[src/design/wta_pkg.sv]
package wta_pkg;

  // Crystal and prescaler
  localparam int unsigned XTAL_FREQ_HZ = 32768;         // 32.768 kHz crystal
  localparam int unsigned TICK_FREQ_HZ = 1;             // Seconds tick rate
  localparam int unsigned XTAL_DIV     = XTAL_FREQ_HZ / TICK_FREQ_HZ;
  localparam int unsigned PRE_W        = 16;            // Prescaler width

  // Counter wrap points
  localparam logic [5:0] SEC_LAST  = 6'h3B;             // 59
  localparam logic [5:0] MIN_LAST  = 6'h3B;             // 59
  localparam logic [4:0] HOUR_LAST = 5'h17;             // 23

  // Register byte offsets
  localparam logic [7:0] OFS_CTRL  = 8'h00;
  localparam logic [7:0] OFS_TIME  = 8'h04;
  localparam logic [7:0] OFS_ALM0  = 8'h08;
  localparam logic [7:0] OFS_ALM1  = 8'h0C;
  localparam logic [7:0] OFS_SWCH  = 8'h10;
  localparam logic [7:0] OFS_STAT  = 8'h14;
  localparam logic [7:0] OFS_MASK  = 8'h18;
  localparam logic [7:0] OFS_WAKE  = 8'h1C;

  // Time word field positions
  localparam int unsigned POS_SEC  = 0;
  localparam int unsigned POS_MIN  = 8;
  localparam int unsigned POS_HOUR = 16;
  localparam int unsigned POS_DAY  = 24;

  // Control bit positions
  localparam int unsigned CTL_ALM0_EN = 0;
  localparam int unsigned CTL_ALM1_EN = 1;
  localparam int unsigned CTL_SW_EN   = 2;

  // Event bit positions in status, mask and wake registers
  localparam int unsigned EV_SEC  = 0;
  localparam int unsigned EV_MIN  = 1;
  localparam int unsigned EV_DAY  = 2;
  localparam int unsigned EV_ALM0 = 3;
  localparam int unsigned EV_ALM1 = 4;
  localparam int unsigned EV_SWU  = 5;
  localparam int unsigned EV_N    = 6;

  // Reset values
  localparam logic [2:0]      RST_CTRL = 3'h0;
  localparam logic [EV_N-1:0] RST_EV   = 6'h00;
  localparam logic [15:0]     RST_SW   = 16'h0000;

  // AXI responses
  localparam logic [1:0] RESP_OKAY   = 2'h0;
  localparam logic [1:0] RESP_SLVERR = 2'h2;

  // Time of day and day count
  typedef struct packed {
    logic [7:0] day;
    logic [4:0] hour;
    logic [5:0] min;
    logic [5:0] sec;
  } wta_time_t;

  // Master to slave AXI4-Lite signals
  typedef struct packed {
    logic        awvalid;
    logic [31:0] awaddr;
    logic        wvalid;
    logic [31:0] wdata;
    logic [3:0]  wstrb;
    logic        bready;
    logic        arvalid;
    logic [31:0] araddr;
    logic        rready;
  } wta_axi_req_t;

  // Slave to master AXI4-Lite signals
  typedef struct packed {
    logic        awready;
    logic        wready;
    logic        bvalid;
    logic [1:0]  bresp;
    logic        arready;
    logic        rvalid;
    logic [31:0] rdata;
    logic [1:0]  rresp;
  } wta_axi_rsp_t;

endpackage

[src/design/wta_rtc.sv]
module wta_rtc
  import wta_pkg::*;
#(
  parameter int unsigned XTAL_DIV_P = XTAL_DIV  // Crystal edges per second
)
(
  input  wire logic   clock,
  input  wire logic   rst_n,
  input  wire logic   xtal_in,
  input  wta_axi_req_t axi_req,
  output wta_axi_rsp_t axi_rsp,
  output logic        irq,
  output logic        wake_req
);

  // All state of the block
  typedef struct packed {
    logic [PRE_W-1:0] pre;      // Crystal edge count
    wta_time_t        tm;       // Running time
    wta_time_t        alm0;     // Time of day alarm
    wta_time_t        alm1;     // Day and time alarm
    logic [15:0]      sw;       // Stopwatch minutes
    logic [2:0]       ctrl;     // Alarm and stopwatch enables
    logic [EV_N-1:0]  stat;     // Sticky event flags
    logic [EV_N-1:0]  mask;     // Interrupt enables
    logic [EV_N-1:0]  wake;     // Wakeup enables
    logic             aw_got;   // Write address held
    logic [7:0]       awaddr;   // Held write address
    logic             aw_bad;   // Held address out of range
    logic             w_got;    // Write data held
    logic [31:0]      wdata;    // Held write data
    logic [3:0]       wstrb;    // Held byte strobes
    logic             bvalid;   // Write response pending
    logic [1:0]       bresp;    // Write response code
    logic             rvalid;   // Read data pending
    logic [31:0]      rdata;    // Read data
    logic [1:0]       rresp;    // Read response code
    logic             irq;      // Interrupt output
    logic             wk;       // Wakeup output
  } wta_rtc_state_t;

  wta_rtc_state_t r_ff;   // Current state
  wta_rtc_state_t nxt_r;  // Next state

  logic      xtal_rise;   // One strobe per crystal rising edge
  logic      tick;        // Seconds tick
  logic      min_ev;      // Minute rollover
  logic      hr_roll;     // Hour rollover
  logic      day_ev;      // Day rollover
  logic      alm0_hit;    // Alarm zero match
  logic      alm1_hit;    // Alarm one match
  logic      sw_ev;       // Stopwatch underflow
  logic      tm_wr;       // Software writes time this cycle
  logic      sw_wr;       // Software writes stopwatch this cycle
  wta_time_t tn;          // Time after this tick

  // Time as a bus word
  function automatic logic [31:0] wta_tm2word(input wta_time_t t);
    logic [31:0] w;
    w = '0;
    w[POS_SEC +: 6]  = t.sec;
    w[POS_MIN +: 6]  = t.min;
    w[POS_HOUR +: 5] = t.hour;
    w[POS_DAY +: 8]  = t.day;
    return w;
  endfunction

  // Bus word back to time fields
  function automatic wta_time_t wta_word2tm(input logic [31:0] w);
    wta_time_t t;
    t.sec  = w[POS_SEC +: 6];
    t.min  = w[POS_MIN +: 6];
    t.hour = w[POS_HOUR +: 5];
    t.day  = w[POS_DAY +: 8];
    return t;
  endfunction

  // Byte-lane merge of a write into an old value
  function automatic logic [31:0] wta_merge(input logic [31:0] old,
                                            input logic [31:0] nw,
                                            input logic [3:0]  strb);
    logic [31:0] m;
    m = old;
    for (int i = 0; i < 4; i++) begin
      if (strb[i]) begin
        m[i*8 +: 8] = nw[i*8 +: 8];
      end
    end
    return m;
  endfunction

  // Alarm compare; day count only joins when asked
  function automatic logic wta_match(input wta_time_t t, input wta_time_t a,
                                     input logic use_day);
    return (t.sec == a.sec) && (t.min == a.min) && (t.hour == a.hour) &&
           (!use_day || (t.day == a.day));
  endfunction

  // Crystal pin into the clock domain
  wta_xtal_sync u_sync (
    .clock     (clock),
    .rst_n     (rst_n),
    .xtal_in   (xtal_in),
    .xtal_rise (xtal_rise)
  );

  // Timekeeping, events, register bus and outputs
  always_comb begin
    logic        aw_hs;
    logic        w_hs;
    logic        do_wr;
    logic [7:0]  wa;
    logic        wbad;
    logic [31:0] wd;
    logic [3:0]  ws;
    logic [7:0]  ra;
    logic [EV_N-1:0] ev;
    logic [EV_N-1:0] clr;
    aw_hs = 1'b0;
    w_hs  = 1'b0;
    do_wr = 1'b0;
    wa    = '0;
    wbad  = 1'b0;
    wd    = '0;
    ws    = '0;
    ra    = '0;
    ev    = '0;
    clr   = '0;
    nxt_r = r_ff;
    tm_wr = 1'b0;
    sw_wr = 1'b0;

    // Prescaler counts crystal edges only, so it never depends on bus activity
    tick = xtal_rise && (r_ff.pre == PRE_W'(XTAL_DIV_P - 1));
    if (tick) begin
      nxt_r.pre = '0;
    end else if (xtal_rise) begin
      nxt_r.pre = r_ff.pre + PRE_W'(1);
    end

    // Cascade; compare with >= so an out-of-range load still wraps
    min_ev  = tick && (r_ff.tm.sec >= SEC_LAST);
    hr_roll = min_ev && (r_ff.tm.min >= MIN_LAST);
    day_ev  = hr_roll && (r_ff.tm.hour >= HOUR_LAST);
    tn = r_ff.tm;
    if (tick) begin
      tn.sec = min_ev ? 6'h00 : r_ff.tm.sec + 6'h01;
    end
    if (min_ev) begin
      tn.min = hr_roll ? 6'h00 : r_ff.tm.min + 6'h01;
    end
    if (hr_roll) begin
      tn.hour = day_ev ? 5'h00 : r_ff.tm.hour + 5'h01;
    end
    if (day_ev) begin
      tn.day = r_ff.tm.day + 8'h01;
    end
    nxt_r.tm = tn;

    // Alarms fire on the tick that makes the counters equal the alarm
    alm0_hit = tick && r_ff.ctrl[CTL_ALM0_EN] && wta_match(tn, r_ff.alm0, 1'b0);
    alm1_hit = tick && r_ff.ctrl[CTL_ALM1_EN] && wta_match(tn, r_ff.alm1, 1'b1);

    // Stopwatch steps once per minute and wraps to all ones past zero
    sw_ev = min_ev && r_ff.ctrl[CTL_SW_EN] && (r_ff.sw == 16'h0000);
    if (min_ev && r_ff.ctrl[CTL_SW_EN]) begin
      nxt_r.sw = r_ff.sw - 16'h0001;
    end

    // Event vector
    ev[EV_SEC]  = tick;
    ev[EV_MIN]  = min_ev;
    ev[EV_DAY]  = day_ev;
    ev[EV_ALM0] = alm0_hit;
    ev[EV_ALM1] = alm1_hit;
    ev[EV_SWU]  = sw_ev;

    // Write address and data channels, taken in either order
    aw_hs = axi_req.awvalid && !r_ff.aw_got && !r_ff.bvalid;
    w_hs  = axi_req.wvalid && !r_ff.w_got && !r_ff.bvalid;
    if (aw_hs) begin
      nxt_r.aw_got = 1'b1;
      nxt_r.awaddr = axi_req.awaddr[7:0];
      nxt_r.aw_bad = (axi_req.awaddr[31:8] != 24'h000000);
    end
    if (w_hs) begin
      nxt_r.w_got = 1'b1;
      nxt_r.wdata = axi_req.wdata;
      nxt_r.wstrb = axi_req.wstrb;
    end
    do_wr = (r_ff.aw_got || aw_hs) && (r_ff.w_got || w_hs);
    wa    = r_ff.aw_got ? r_ff.awaddr : axi_req.awaddr[7:0];
    wbad  = r_ff.aw_got ? r_ff.aw_bad : (axi_req.awaddr[31:8] != 24'h000000);
    wd    = r_ff.w_got ? r_ff.wdata : axi_req.wdata;
    ws    = r_ff.w_got ? r_ff.wstrb : axi_req.wstrb;

    // Register writes; a bus write to time or stopwatch beats the tick for that register
    if (do_wr) begin
      nxt_r.aw_got = 1'b0;
      nxt_r.w_got  = 1'b0;
      nxt_r.bvalid = 1'b1;
      nxt_r.bresp  = RESP_OKAY;
      if (wbad) begin
        nxt_r.bresp = RESP_SLVERR;
      end else if ({wa[7:2], 2'b00} == OFS_CTRL) begin
        nxt_r.ctrl = 3'(wta_merge({29'h0, r_ff.ctrl}, wd, ws));
      end else if ({wa[7:2], 2'b00} == OFS_TIME) begin
        tm_wr    = 1'b1;
        nxt_r.tm = wta_word2tm(wta_merge(wta_tm2word(r_ff.tm), wd, ws));
      end else if ({wa[7:2], 2'b00} == OFS_ALM0) begin
        nxt_r.alm0 = wta_word2tm(wta_merge(wta_tm2word(r_ff.alm0), wd, ws));
      end else if ({wa[7:2], 2'b00} == OFS_ALM1) begin
        nxt_r.alm1 = wta_word2tm(wta_merge(wta_tm2word(r_ff.alm1), wd, ws));
      end else if ({wa[7:2], 2'b00} == OFS_SWCH) begin
        sw_wr    = 1'b1;
        nxt_r.sw = 16'(wta_merge({16'h0000, r_ff.sw}, wd, ws));
      end else if ({wa[7:2], 2'b00} == OFS_STAT) begin
        clr = EV_N'(wta_merge(32'h0, wd, ws));
      end else if ({wa[7:2], 2'b00} == OFS_MASK) begin
        nxt_r.mask = EV_N'(wta_merge({26'h0, r_ff.mask}, wd, ws));
      end else if ({wa[7:2], 2'b00} == OFS_WAKE) begin
        nxt_r.wake = EV_N'(wta_merge({26'h0, r_ff.wake}, wd, ws));
      end else begin
        nxt_r.bresp = RESP_SLVERR;
      end
    end
    if (r_ff.bvalid && axi_req.bready) begin
      nxt_r.bvalid = 1'b0;
    end

    // Sticky flags: an event in the clearing cycle survives the clear
    nxt_r.stat = (r_ff.stat & ~clr) | ev;

    // Read channel; data is sampled from the current state
    if (r_ff.rvalid && axi_req.rready) begin
      nxt_r.rvalid = 1'b0;
    end
    if (axi_req.arvalid && !r_ff.rvalid) begin
      ra           = {axi_req.araddr[7:2], 2'b00};
      nxt_r.rvalid = 1'b1;
      nxt_r.rresp  = RESP_OKAY;
      nxt_r.rdata  = 32'h0000_0000;
      if (axi_req.araddr[31:8] != 24'h000000) begin
        nxt_r.rresp = RESP_SLVERR;
      end else if (ra == OFS_CTRL) begin
        nxt_r.rdata = {29'h0, r_ff.ctrl};
      end else if (ra == OFS_TIME) begin
        nxt_r.rdata = wta_tm2word(r_ff.tm);
      end else if (ra == OFS_ALM0) begin
        nxt_r.rdata = wta_tm2word(r_ff.alm0);
      end else if (ra == OFS_ALM1) begin
        nxt_r.rdata = wta_tm2word(r_ff.alm1);
      end else if (ra == OFS_SWCH) begin
        nxt_r.rdata = {16'h0000, r_ff.sw};
      end else if (ra == OFS_STAT) begin
        nxt_r.rdata = {26'h0, r_ff.stat};
      end else if (ra == OFS_MASK) begin
        nxt_r.rdata = {26'h0, r_ff.mask};
      end else if (ra == OFS_WAKE) begin
        nxt_r.rdata = {26'h0, r_ff.wake};
      end else begin
        nxt_r.rresp = RESP_SLVERR;
      end
    end

    // Outputs follow the next flags so they line up with the status register
    nxt_r.irq = |(nxt_r.stat & nxt_r.mask);
    nxt_r.wk  = |(nxt_r.stat & nxt_r.wake);
  end

  // State register; the clock is the always-on domain
  always_ff @(posedge clock) begin
    if (!rst_n) begin
      r_ff      <= '0;
      r_ff.ctrl <= RST_CTRL;
      r_ff.stat <= RST_EV;
      r_ff.mask <= RST_EV;
      r_ff.wake <= RST_EV;
      r_ff.sw   <= RST_SW;
    end else begin
      r_ff <= nxt_r;
    end
  end

  // Bus handshakes are combinational, data from flops
  always_comb begin
    axi_rsp.awready = !r_ff.aw_got && !r_ff.bvalid;
    axi_rsp.wready  = !r_ff.w_got && !r_ff.bvalid;
    axi_rsp.bvalid  = r_ff.bvalid;
    axi_rsp.bresp   = r_ff.bresp;
    axi_rsp.arready = !r_ff.rvalid;
    axi_rsp.rvalid  = r_ff.rvalid;
    axi_rsp.rdata   = r_ff.rdata;
    axi_rsp.rresp   = r_ff.rresp;
  end

  assign irq      = r_ff.irq;
  assign wake_req = r_ff.wk;

  // Prescaler restarts after each tick
  property p_tick_restart;
    @(posedge clock) disable iff (!rst_n)
      tick |=> (r_ff.pre == '0);
  endproperty
  a_tick_restart: assert property (p_tick_restart)
    else $error("prescaler did not restart after tick");

  // Seconds wrap carries into minutes
  property p_sec_carry;
    @(posedge clock) disable iff (!rst_n)
      tick && !tm_wr && r_ff.tm.sec == SEC_LAST && r_ff.tm.min < MIN_LAST
      |=> r_ff.tm.sec == 6'h00 && r_ff.tm.min == $past(r_ff.tm.min) + 6'h01;
  endproperty
  a_sec_carry: assert property (p_sec_carry)
    else $error("seconds wrap did not carry into minutes");

  // Midnight wraps hours and advances days
  property p_day_carry;
    @(posedge clock) disable iff (!rst_n)
      tick && !tm_wr && r_ff.tm.sec == SEC_LAST && r_ff.tm.min == MIN_LAST &&
      r_ff.tm.hour == HOUR_LAST
      |=> r_ff.tm.hour == 5'h00 && r_ff.tm.day == $past(r_ff.tm.day) + 8'h01;
  endproperty
  a_day_carry: assert property (p_day_carry)
    else $error("hour wrap did not advance day");

  // Time-of-day alarm sets its flag
  property p_alm0;
    @(posedge clock) disable iff (!rst_n)
      alm0_hit |=> r_ff.stat[EV_ALM0];
  endproperty
  a_alm0: assert property (p_alm0)
    else $error("alarm zero flag not set");

  // Day alarm ignores a match with a different day
  property p_alm1_day;
    @(posedge clock) disable iff (!rst_n)
      alm1_hit |-> tn.day == r_ff.alm1.day && r_ff.ctrl[CTL_ALM1_EN];
  endproperty
  a_alm1_day: assert property (p_alm1_day)
    else $error("alarm one matched without day");

  // Stopwatch counts down once per minute
  property p_sw_step;
    @(posedge clock) disable iff (!rst_n)
      min_ev && r_ff.ctrl[CTL_SW_EN] && !sw_wr
      |=> r_ff.sw == $past(r_ff.sw) - 16'h0001;
  endproperty
  a_sw_step: assert property (p_sw_step)
    else $error("stopwatch did not step");

  // Underflow flags and wraps
  property p_sw_under;
    @(posedge clock) disable iff (!rst_n)
      sw_ev && !sw_wr |=> r_ff.stat[EV_SWU] && r_ff.sw == 16'hFFFF;
  endproperty
  a_sw_under: assert property (p_sw_under)
    else $error("stopwatch underflow missed");

  // Seconds flag follows every tick
  property p_sec_flag;
    @(posedge clock) disable iff (!rst_n)
      tick |=> r_ff.stat[EV_SEC];
  endproperty
  a_sec_flag: assert property (p_sec_flag)
    else $error("seconds flag not set");

  // Interrupt tracks enabled flags
  property p_irq;
    @(posedge clock) disable iff (!rst_n)
      irq == |(r_ff.stat & r_ff.mask);
  endproperty
  a_irq: assert property (p_irq)
    else $error("interrupt disagrees with flags");

  // Wakeup tracks wake-enabled flags
  property p_wake;
    @(posedge clock) disable iff (!rst_n)
      wake_req == |(r_ff.stat & r_ff.wake);
  endproperty
  a_wake: assert property (p_wake)
    else $error("wakeup disagrees with flags");

endmodule // wta_rtc

[src/design/wta_xtal_sync.sv]
// Brings the crystal pin into the clock domain and flags its rising edges
module wta_xtal_sync
  import wta_pkg::*;
(
  input  wire logic clock,
  input  wire logic rst_n,
  input  wire logic xtal_in,
  output logic      xtal_rise
);

  // All state of the synchroniser
  typedef struct packed {
    logic s1;    // First stage, read only by s2
    logic s2;    // Second stage
    logic s3;    // Third stage
    logic lvl;   // Accepted level
    logic rise;  // Registered edge strobe
  } wta_sync_state_t;

  wta_sync_state_t sync_ff;   // Current state
  wta_sync_state_t nxt_sync;  // Next state

  // Shift and accept a level once stages two and three agree
  always_comb begin
    nxt_sync      = sync_ff;
    nxt_sync.s1   = xtal_in;
    nxt_sync.s2   = sync_ff.s1;
    nxt_sync.s3   = sync_ff.s2;
    nxt_sync.rise = 1'b0;
    if (sync_ff.s2 == sync_ff.s3) begin
      // One rise per accepted low-to-high change filters a single glitch
      nxt_sync.lvl  = sync_ff.s3;
      nxt_sync.rise = sync_ff.s3 & ~sync_ff.lvl;
    end
  end

  // State register
  always_ff @(posedge clock) begin
    if (!rst_n) begin
      sync_ff <= '0;
    end else begin
      sync_ff <= nxt_sync;
    end
  end

  assign xtal_rise = sync_ff.rise;

endmodule // wta_xtal_sync

[config.mk]
export PLATFORM = sky130hd
export DESIGN_NAME = wta_rtc
export DESIGN_NICKNAME = d
export VERILOG_FILES = /design/src/design/wta_pkg.sv /design/src/design/wta_rtc.sv /design/src/design/wta_xtal_sync.sv
export SDC_FILE = /design/constraint.sdc
export NUM_CORES = 1
export LEC_CHECK = 0
export BUFFER_PORTS_ARGS = -buffer_cell sky130_fd_sc_hd__buf_2
export CORE_MARGIN = 2
export CORE_UTILIZATION = 53
export DETAILED_ROUTE_END_ITERATION = 8
export HOLD_SLACK_MARGIN = 0.05
export MAX_ROUTING_LAYER = met4
export PLACE_DENSITY_LB_ADDON = 0.08
export SYNTH_ARGS = -nofsm -noshare
export SYNTH_HDL_FRONTEND = slang
export SYNTH_HIERARCHICAL = 1
export SYNTH_SLANG_ARGS = --single-unit
[constraint.sdc]
create_clock -name clock -period 3.7 [get_ports clock]
set_input_delay 0.74 -clock clock [delete_from_list [all_inputs] [get_ports clock]]
set_output_delay 0.74 -clock clock [all_outputs]
set_load 0.05 [all_outputs]
==> flow_metrics.py, run 1 <==
metrics = {
    "detailed_routing": {
        "postRouteAntennaNets": 0,
        "drt_iter0_markers": 1055,
        "post_drt_via_cell_ratio": 6.007,
        "detail_route.wl_per_cell_um": 19.32,
        "via_count": 11527,
        "first_pass_iters": 6,
        "route.final.wire_length_um": 37080,
        "detail_route.drc_violations": 0,
    },
    "finish": {
        "regArea_um2": 4205,
        "multi_input_area_um2": 6735,
        "final_stage_net_count": 1737,
        "layoutNonFillerInstCount": 1919,
        "syn_to_final_growth_pct": 16.33,
        "fin_area_um2": 13620,
        "fillerInstances": 2022,
        "final_layout_size_suffix_gt1_share_pct": 19.60,
    },
    "setup_path": {
        "worst_setup_path_start_kind": "register",
        "r2r_slack_ns": 0.11,
        "rr_startpoint": "r_ff[180]",
        "cp-startpoint": "r_ff[180]",
        "critical_path.endpoint_type": "register",
        "maximum_fanout_along_the_worst_path": 5,
        "worst-endpoint-arrival_ns": 4.02,
        "critPathRequiredTime_ns": 4.13,
        "reg2regPathDepth": 10,
        "path_class": "register to register",
        "timing.critical_path.to": "irq",
        "worstReg2RegEnd": "irq",
    },
    "floorplan": {
        "ioPinCount": 151,
        "placeableCoreArea_um2": 21760,
        "dieWidth_um": 152.6,
        "die-area_um2": 23300,
        "dieHeight_um": 152.6,
        "initial_core_util_pct": 53.82,
        "core_rows": 54,
    },
    "cts": {
        "clock_latency_ns": 0.52,
        "cts_root_buffer": "clkbuf_16",
        "clock_sinks": 210,
        "clkTransAtPathRegs_ns": 0.06,
        "clock_tree.htree_level_count": 1,
        "inserted_clock_buffers": 24,
        "cts_max_path_buffers": 3,
        "clock_tree_from_tritoncts": "yes",
    },
    "sta": {
        "worst_hold_slack_ns": 0.3989,
        "slew_viol_final": 0,
        "rsz_0062_raised_after_global_routing": "false",
        "final_min_period_ns": 3.590,
        "setup_viol": 0,
        "worst_slew_pin_slew_ns": 1.017,
        "hold_viol": 0,
        "final_min_period_over_clock_period_pct": 97.03,
        "fmaxAchievable_ghz": 0.2785,
        "slew-limit-headroom_pct": 32.13,
        "fin_worst_skew_ns": 0.009163,
        "totalNegativeSetupSlack_ns": 0,
    },
    "min_path": {
        "hold_path_class": "input port to register",
        "min-delay-start": "axi_req[0]",
    },
    "logic_synthesis": {
        "yosysWarningCount": 6,
        "ys_seq_elements": 210,
        "syn_area_um2": 11710,
        "netlist-cell-type-count": 83,
        "postSynth.asyncResetShare_pct": 0,
        "ys_top_cells_by_area": "dfxtp_1 (36%), nor2_1 (7.8%), a21oi_1 (6.2%), mux2i_1 (4.7%), nand2_1 (4.5%)",
        "synth_flop_cell": "dfxtp_1",
        "seq_area_frac_synth_pct": 35.91,
        "edff_count_synth": 0,
        "synth_area_per_cell_um2": 7.863,
        "yosys.area.top_type_share_pct": 35.91,
        "synth_area_leader_cell": "dfxtp_1",
        "synth_cells": 1489,
    },
    "global_routing": {
        "antenna_found_initial": 1,
        "grt_first_pass_wirelength_um": 57950,
        "grt_overflow_total": 0,
        "gr-usage-all-layers_pct": 31.60,
        "grt_start_max_net_pins": 77,
        "vias_in_the_first_global_route": 10540,
    },
    "place": {
        "finalWeightedCongestion": 0.9925,
        "place_inst": 1871,
        "io_buffers": 138,
        "place_hpwl_um": 27070,
        "dpl_cell_area_um2": 12790,
    },
    "power_and_ir_drop": {
        "power.density_nw_per_um2": 380.6,
        "fin_total_pwr_mw": 5.184,
        "vdd_drop_max_v": 0.0003576,
        "leak_pwr_nw": 5.240,
    },
    "status": {
        "run_status": "finished, final reports clean",
    },
    "job": {
        "max_cap_viol_count": 0,
    },
}
-- metrics by stage --
stage | setup slack [ns] | util, %
finish | 0.1099 | 62.61
global route | 0.009416 | 62.61
CTS | 0.04479 | 62.27
detailed placement | 0.06662 | 58.79
global placement | 0.1036 | 58.79
floorplan | 0.2566 | -
-- worst min-delay path by stage --
stage | end | slack [ns] | cells past startpoint
6_report | axi_rsp[34] | 0.40 | 2
5_1_grt | axi_rsp[34] | 0.40 | 2
4_1_cts | axi_rsp[34] | 0.39 | 2
3_5_place_dp | u_sync/nxt_sync[2] | 0.43 | 1
3_3_place_gp | u_sync/nxt_sync[2] | 0.43 | 1
2_1_floorplan | u_sync/nxt_sync[2] | 0.43 | 1
-- area by class of cell --
class                   instances  share of cell area (%)
repair buffers                237                   10.74
flip-flops and latches        210                   30.87
clock inverters                 5                  0.3674
well taps                     280                   2.572
clock buffers                  36                   5.190
inverters                      28                  0.7900
multi-input cells            1122                   49.45
diodes                          1                 0.01837
-- where the power goes --
group	leakage (nW)	internal (mW)	total, mW	switching [mW]
combinational	3.17	0.170	0.513	0.343
sequential	1.70	2.30	2.33	0.0314
clock	0.375	1.38	2.34	0.959
-- cells in the mapped netlist (17+ instances only) --
| library cell | n |
|---|---|
| nor2_1 | 244 |
| o21ai_0 | 54 |
| nand3_1 | 37 |
| mux2i_1 | 55 |
| clkbuf_1 | 74 |
| nand2_1 | 140 |
| nor3_1 | 42 |
| xor2_1 | 17 |
| a211oi_1 | 59 |
| mux2_2 | 17 |
| nor4_1 | 25 |
| dfxtp_1 | 210 |
| buf_4 | 40 |
| a22oi_1 | 29 |
| a21oi_1 | 144 |
| nand4_1 | 21 |
| xnor2_1 | 23 |
| inv_1 | 28 |
-- metal layers --
metal | up-vias | wire length, um | GRT usage [%]
li1 | 5622 | - | -
met1 | 5407 | 16940 | 43.38
met2 | 464 | 16260 | 48.15
met3 | 34 | 3363 | 7.053
met4 | 0 | 517 | 6.393
met5 | - | 0 | -
-- placed cells by master, fill, tap and decap left out, types with 21 or more instances in the layout --
cell type,netlist,routed
nand4_1,21,21
o21ai_0,54,54
xnor2_1,23,23
nor3_1,42,41
inv_1,28,27
buf_2,8,138
buf_4,40,96
a211oi_1,59,59
clkbuf_16,0,25
a21oi_1,144,144
nor4_1,25,25
nand3_1,37,37
mux2i_1,55,55
nand2_1,140,140
a22oi_1,29,29
dfxtp_1,210,209
nor2_1,244,244
-- kinds of logic after synthesis --
family | share of synthesized area, %
compound gates | 21.62
xor+xnor | 3.131
fa+ha+maj | 0.7266
buf+inv | 6.935
flops | 35.91
mux | 7.491
other cells | 0.03203
simple gates | 24.16
-- critical path, cell delays in order, from the launching register on --
cell       delay, ns
dfxtp_1         0.33
ha_1            0.25
o2111ai_1       0.35
nor2_1          0.12
and3_4          0.21
a22oi_1         0.26
nand4_1         0.24
or4_1           0.52
or4_4           0.57
o31a_1          0.38
o311ai_2        0.26
-- repair_timing --
item	4_1_cts	5_1_grt
endpoints found under the setup margin	0	4
hold buffers	0	0
buffers inserted	0	6
gates resized for setup	0	7
-- sequential cells by signal, indices dropped and copies added (netlist names) --
signal,cells
u_sync/nxt_sync,2
irq,1
r_ff,170
u_sync/sync_ff,2
wake_req,1
axi_rsp,33
u_sync/xtal_rise,1
Note: power is estimated with default switching activity, not from simulation.
==> inputs of run 2 (changes only) <==
--- a/config.mk
+++ b/config.mk
@@ -7,7 +7,7 @@
 export LEC_CHECK = 0
 export BUFFER_PORTS_ARGS = -buffer_cell sky130_fd_sc_hd__buf_2
 export CORE_MARGIN = 2
-export CORE_UTILIZATION = 53
+export CORE_UTILIZATION = 45
 export DETAILED_ROUTE_END_ITERATION = 8
 export HOLD_SLACK_MARGIN = 0.05
 export MAX_ROUTING_LAYER = met4
==> flow_metrics.py, run 2 (synthesis gave the netlist of run 1 again) <==
metrics = {
    "sta": {
        "slew_viol_final": 0,
        "fmaxAchievable_ghz": 0.2808,
        "final_min_period_ns": 3.561,
        "worst_slew_pin_slew_ns": 0.8572,
        "fin_worst_skew_ns": 0.01243,
        "final_min_period_over_clock_period_pct": 96.24,
        "rsz_0062_raised_after_global_routing": "false",
        "hold_viol": 0,
        "totalNegativeSetupSlack_ns": 0,
        "final_critical_path_setup_slack_ns": 0.1392,
        "setup_viol": 0,
        "slew-limit-headroom_pct": 41.22,
    },
    "cts": {
        "cts_max_path_buffers": 3,
        "clock_tree.htree_level_count": 1,
        "cts.hold.buffers_added": 0,
        "clock_tree_from_tritoncts": "yes",
        "inserted_clock_buffers": 25,
        "postCtsResizedCells": 0,
        "clock_latency_ns": 0.54,
        "clock_sinks": 210,
        "clkTransAtPathRegs_ns": 0.06,
        "setup_fix_bufs_post_cts": 0,
        "cts_root_buffer": "clkbuf_16",
    },
    "power_and_ir_drop": {
        "seq_power_share_pct": 44.0,
        "leak_pwr_nw": 5.239,
        "power.share.clock_pct": 46.2,
        "total_switching_power_mw": 1.385,
        "vdd_drop_max_v": 0.0003532,
        "power_frac_comb_pct": 9.8,
        "cell_internal_power_mw": 3.923,
        "power.density_nw_per_um2": 386.9,
        "power.share.switching_pct": 26.09,
        "fin_total_pwr_mw": 5.308,
    },
    "setup_path": {
        "critical_path_buf_inv_count": 1,
        "maximum_fanout_along_the_worst_path": 4,
        "cpLargestDelayFamily": "simple AND/OR/NAND/NOR gates",
        "critPathRequiredTime_ns": 4.15,
        "worst_setup_path_start_kind": "register",
        "critical_path.endpoint_type": "register",
        "crit_path_top_delay_cell": "or4_4",
        "timing.critical_path.cells": "ha_1 > buf_4 > nand4_1 > or4_1 > nor3_1 > nand4_1 > or4_1 > or4_4 > o31a_1 > o311ai_1",
        "worst-endpoint-arrival_ns": 4.01,
        "path_class": "register to register",
        "worst_path_largest_cell_delay_ns": 0.58,
    },
    "job": {
        "max_cap_viol_count": 0,
    },
    "finish": {
        "fillerInstances": 2523,
        "largest_register_ff_count": 170,
        "max_flop_register": "r_ff",
        "syn_to_final_growth_pct": 17.15,
        "final_layout_size_suffix_gt1_share_pct": 19.73,
        "fin_area_um2": 13720,
        "mostFrequentLayoutCell": "nor2_1",
        "final_stage_net_count": 1733,
        "most-common-layout-cells": "nor2_1 (244), dfxtp_1 (209), a21oi_1 (144), nand2_1 (140), buf_2 (138)",
    },
    "min_path": {
        "hold_path_class": "input port to register",
    },
    "global_routing": {
        "vias_in_the_first_global_route": 10502,
        "grt_start_max_net_pins": 57,
        "gr-usage-all-layers_pct": 28.47,
        "grt_first_pass_wirelength_um": 58800,
        "grt_overflow_total": 0,
        "antenna_found_initial": 1,
    },
    "detailed_routing": {
        "detail_route.wl_per_cell_um": 19.33,
        "post_drt_via_cell_ratio": 5.818,
        "postRouteAntennaNets": 0,
        "route.final.wire_length_um": 38130,
        "drt_iter0_markers": 928,
        "via_count": 11479,
        "first_pass_iters": 5,
        "detail_route.drc_violations": 0,
    },
    "floorplan": {
        "dieHeight_um": 165.3,
        "core_rows": 59,
        "dieWidth_um": 165.3,
        "ioPinCount": 151,
        "die-area_um2": 27330,
        "initial_core_util_pct": 45.32,
        "placeableCoreArea_um2": 25840,
    },
    "status": {
        "run_status": "finished, final reports clean",
    },
    "place": {
        "place_hpwl_um": 28440,
        "io_buffers": 138,
        "placement.setup.worst_slack_ns": 0.09210,
        "dpl_cell_area_um2": 12870,
        "finalWeightedCongestion": 1.013,
    },
}
## run 2: routing by layer
metal  up-vias  global-route usage (%)  wire [um]  share of wire [%]
met3        64                   5.045       3069                8.0
met2       440                   42.20      16010                 42
met5         -                       -          0                  0
met1      5370                   39.94      17950                 47
met4         0                   7.798       1101                2.9
li1       5605                       -          -                  -
## run 2: stage by stage
| stage | util, % | hold WS, ns | cells |
|---|---|---|---|
| floorplan | - | 0.4263 | 1493 |
| global placement | 49.80 | 0.4286 | 1927 |
| detailed placement | 49.80 | 0.4343 | 1927 |
| CTS | 52.96 | 0.3720 | 1972 |
| global route | 53.09 | 0.3989 | 1973 |
| finish | 53.09 | 0.3869 | 1973 |
## run 2: final timing paths
path / slack [ns] / depth (start not counted) / startpoint / to
setup / recovery: 0.14 / 10 / r_ff[199] / wake_req
hold / removal: 0.39 / 2 / axi_req[0] / axi_rsp[34]
setup reg to reg: 0.14 / 10 / r_ff[199] / wake_req
hold reg to reg: 0.45 / 1 / u_sync/nxt_sync[3] / u_sync/nxt_sync[2]
## run 2: power groups by stage
stage / logic (mW) / registers, mW / clock network, mW
2_1_floorplan: 0.336 / 2.37 / 0
3_3_place_gp: 0.513 / 2.38 / 0
3_5_place_dp: 0.515 / 2.38 / 0
4_1_cts: 0.517 / 2.33 / 2.51
5_1_grt: 0.565 / 2.34 / 2.58
6_report: 0.520 / 2.33 / 2.45
## run 2: cell type report
type / count / area, um^2 / share of cell area (%)
clock buffer: 34 / 689.4 / 5.026
antenna: 1 / 2.502 / 0.01824
inverter: 28 / 107.6 / 0.7845
clock inverter: 11 / 127.6 / 0.9304
tap: 335 / 419.2 / 3.056
multi-input combinational: 1122 / 6744 / 49.17
timing repair buffer: 232 / 1421 / 10.36
sequential: 210 / 4205 / 30.66
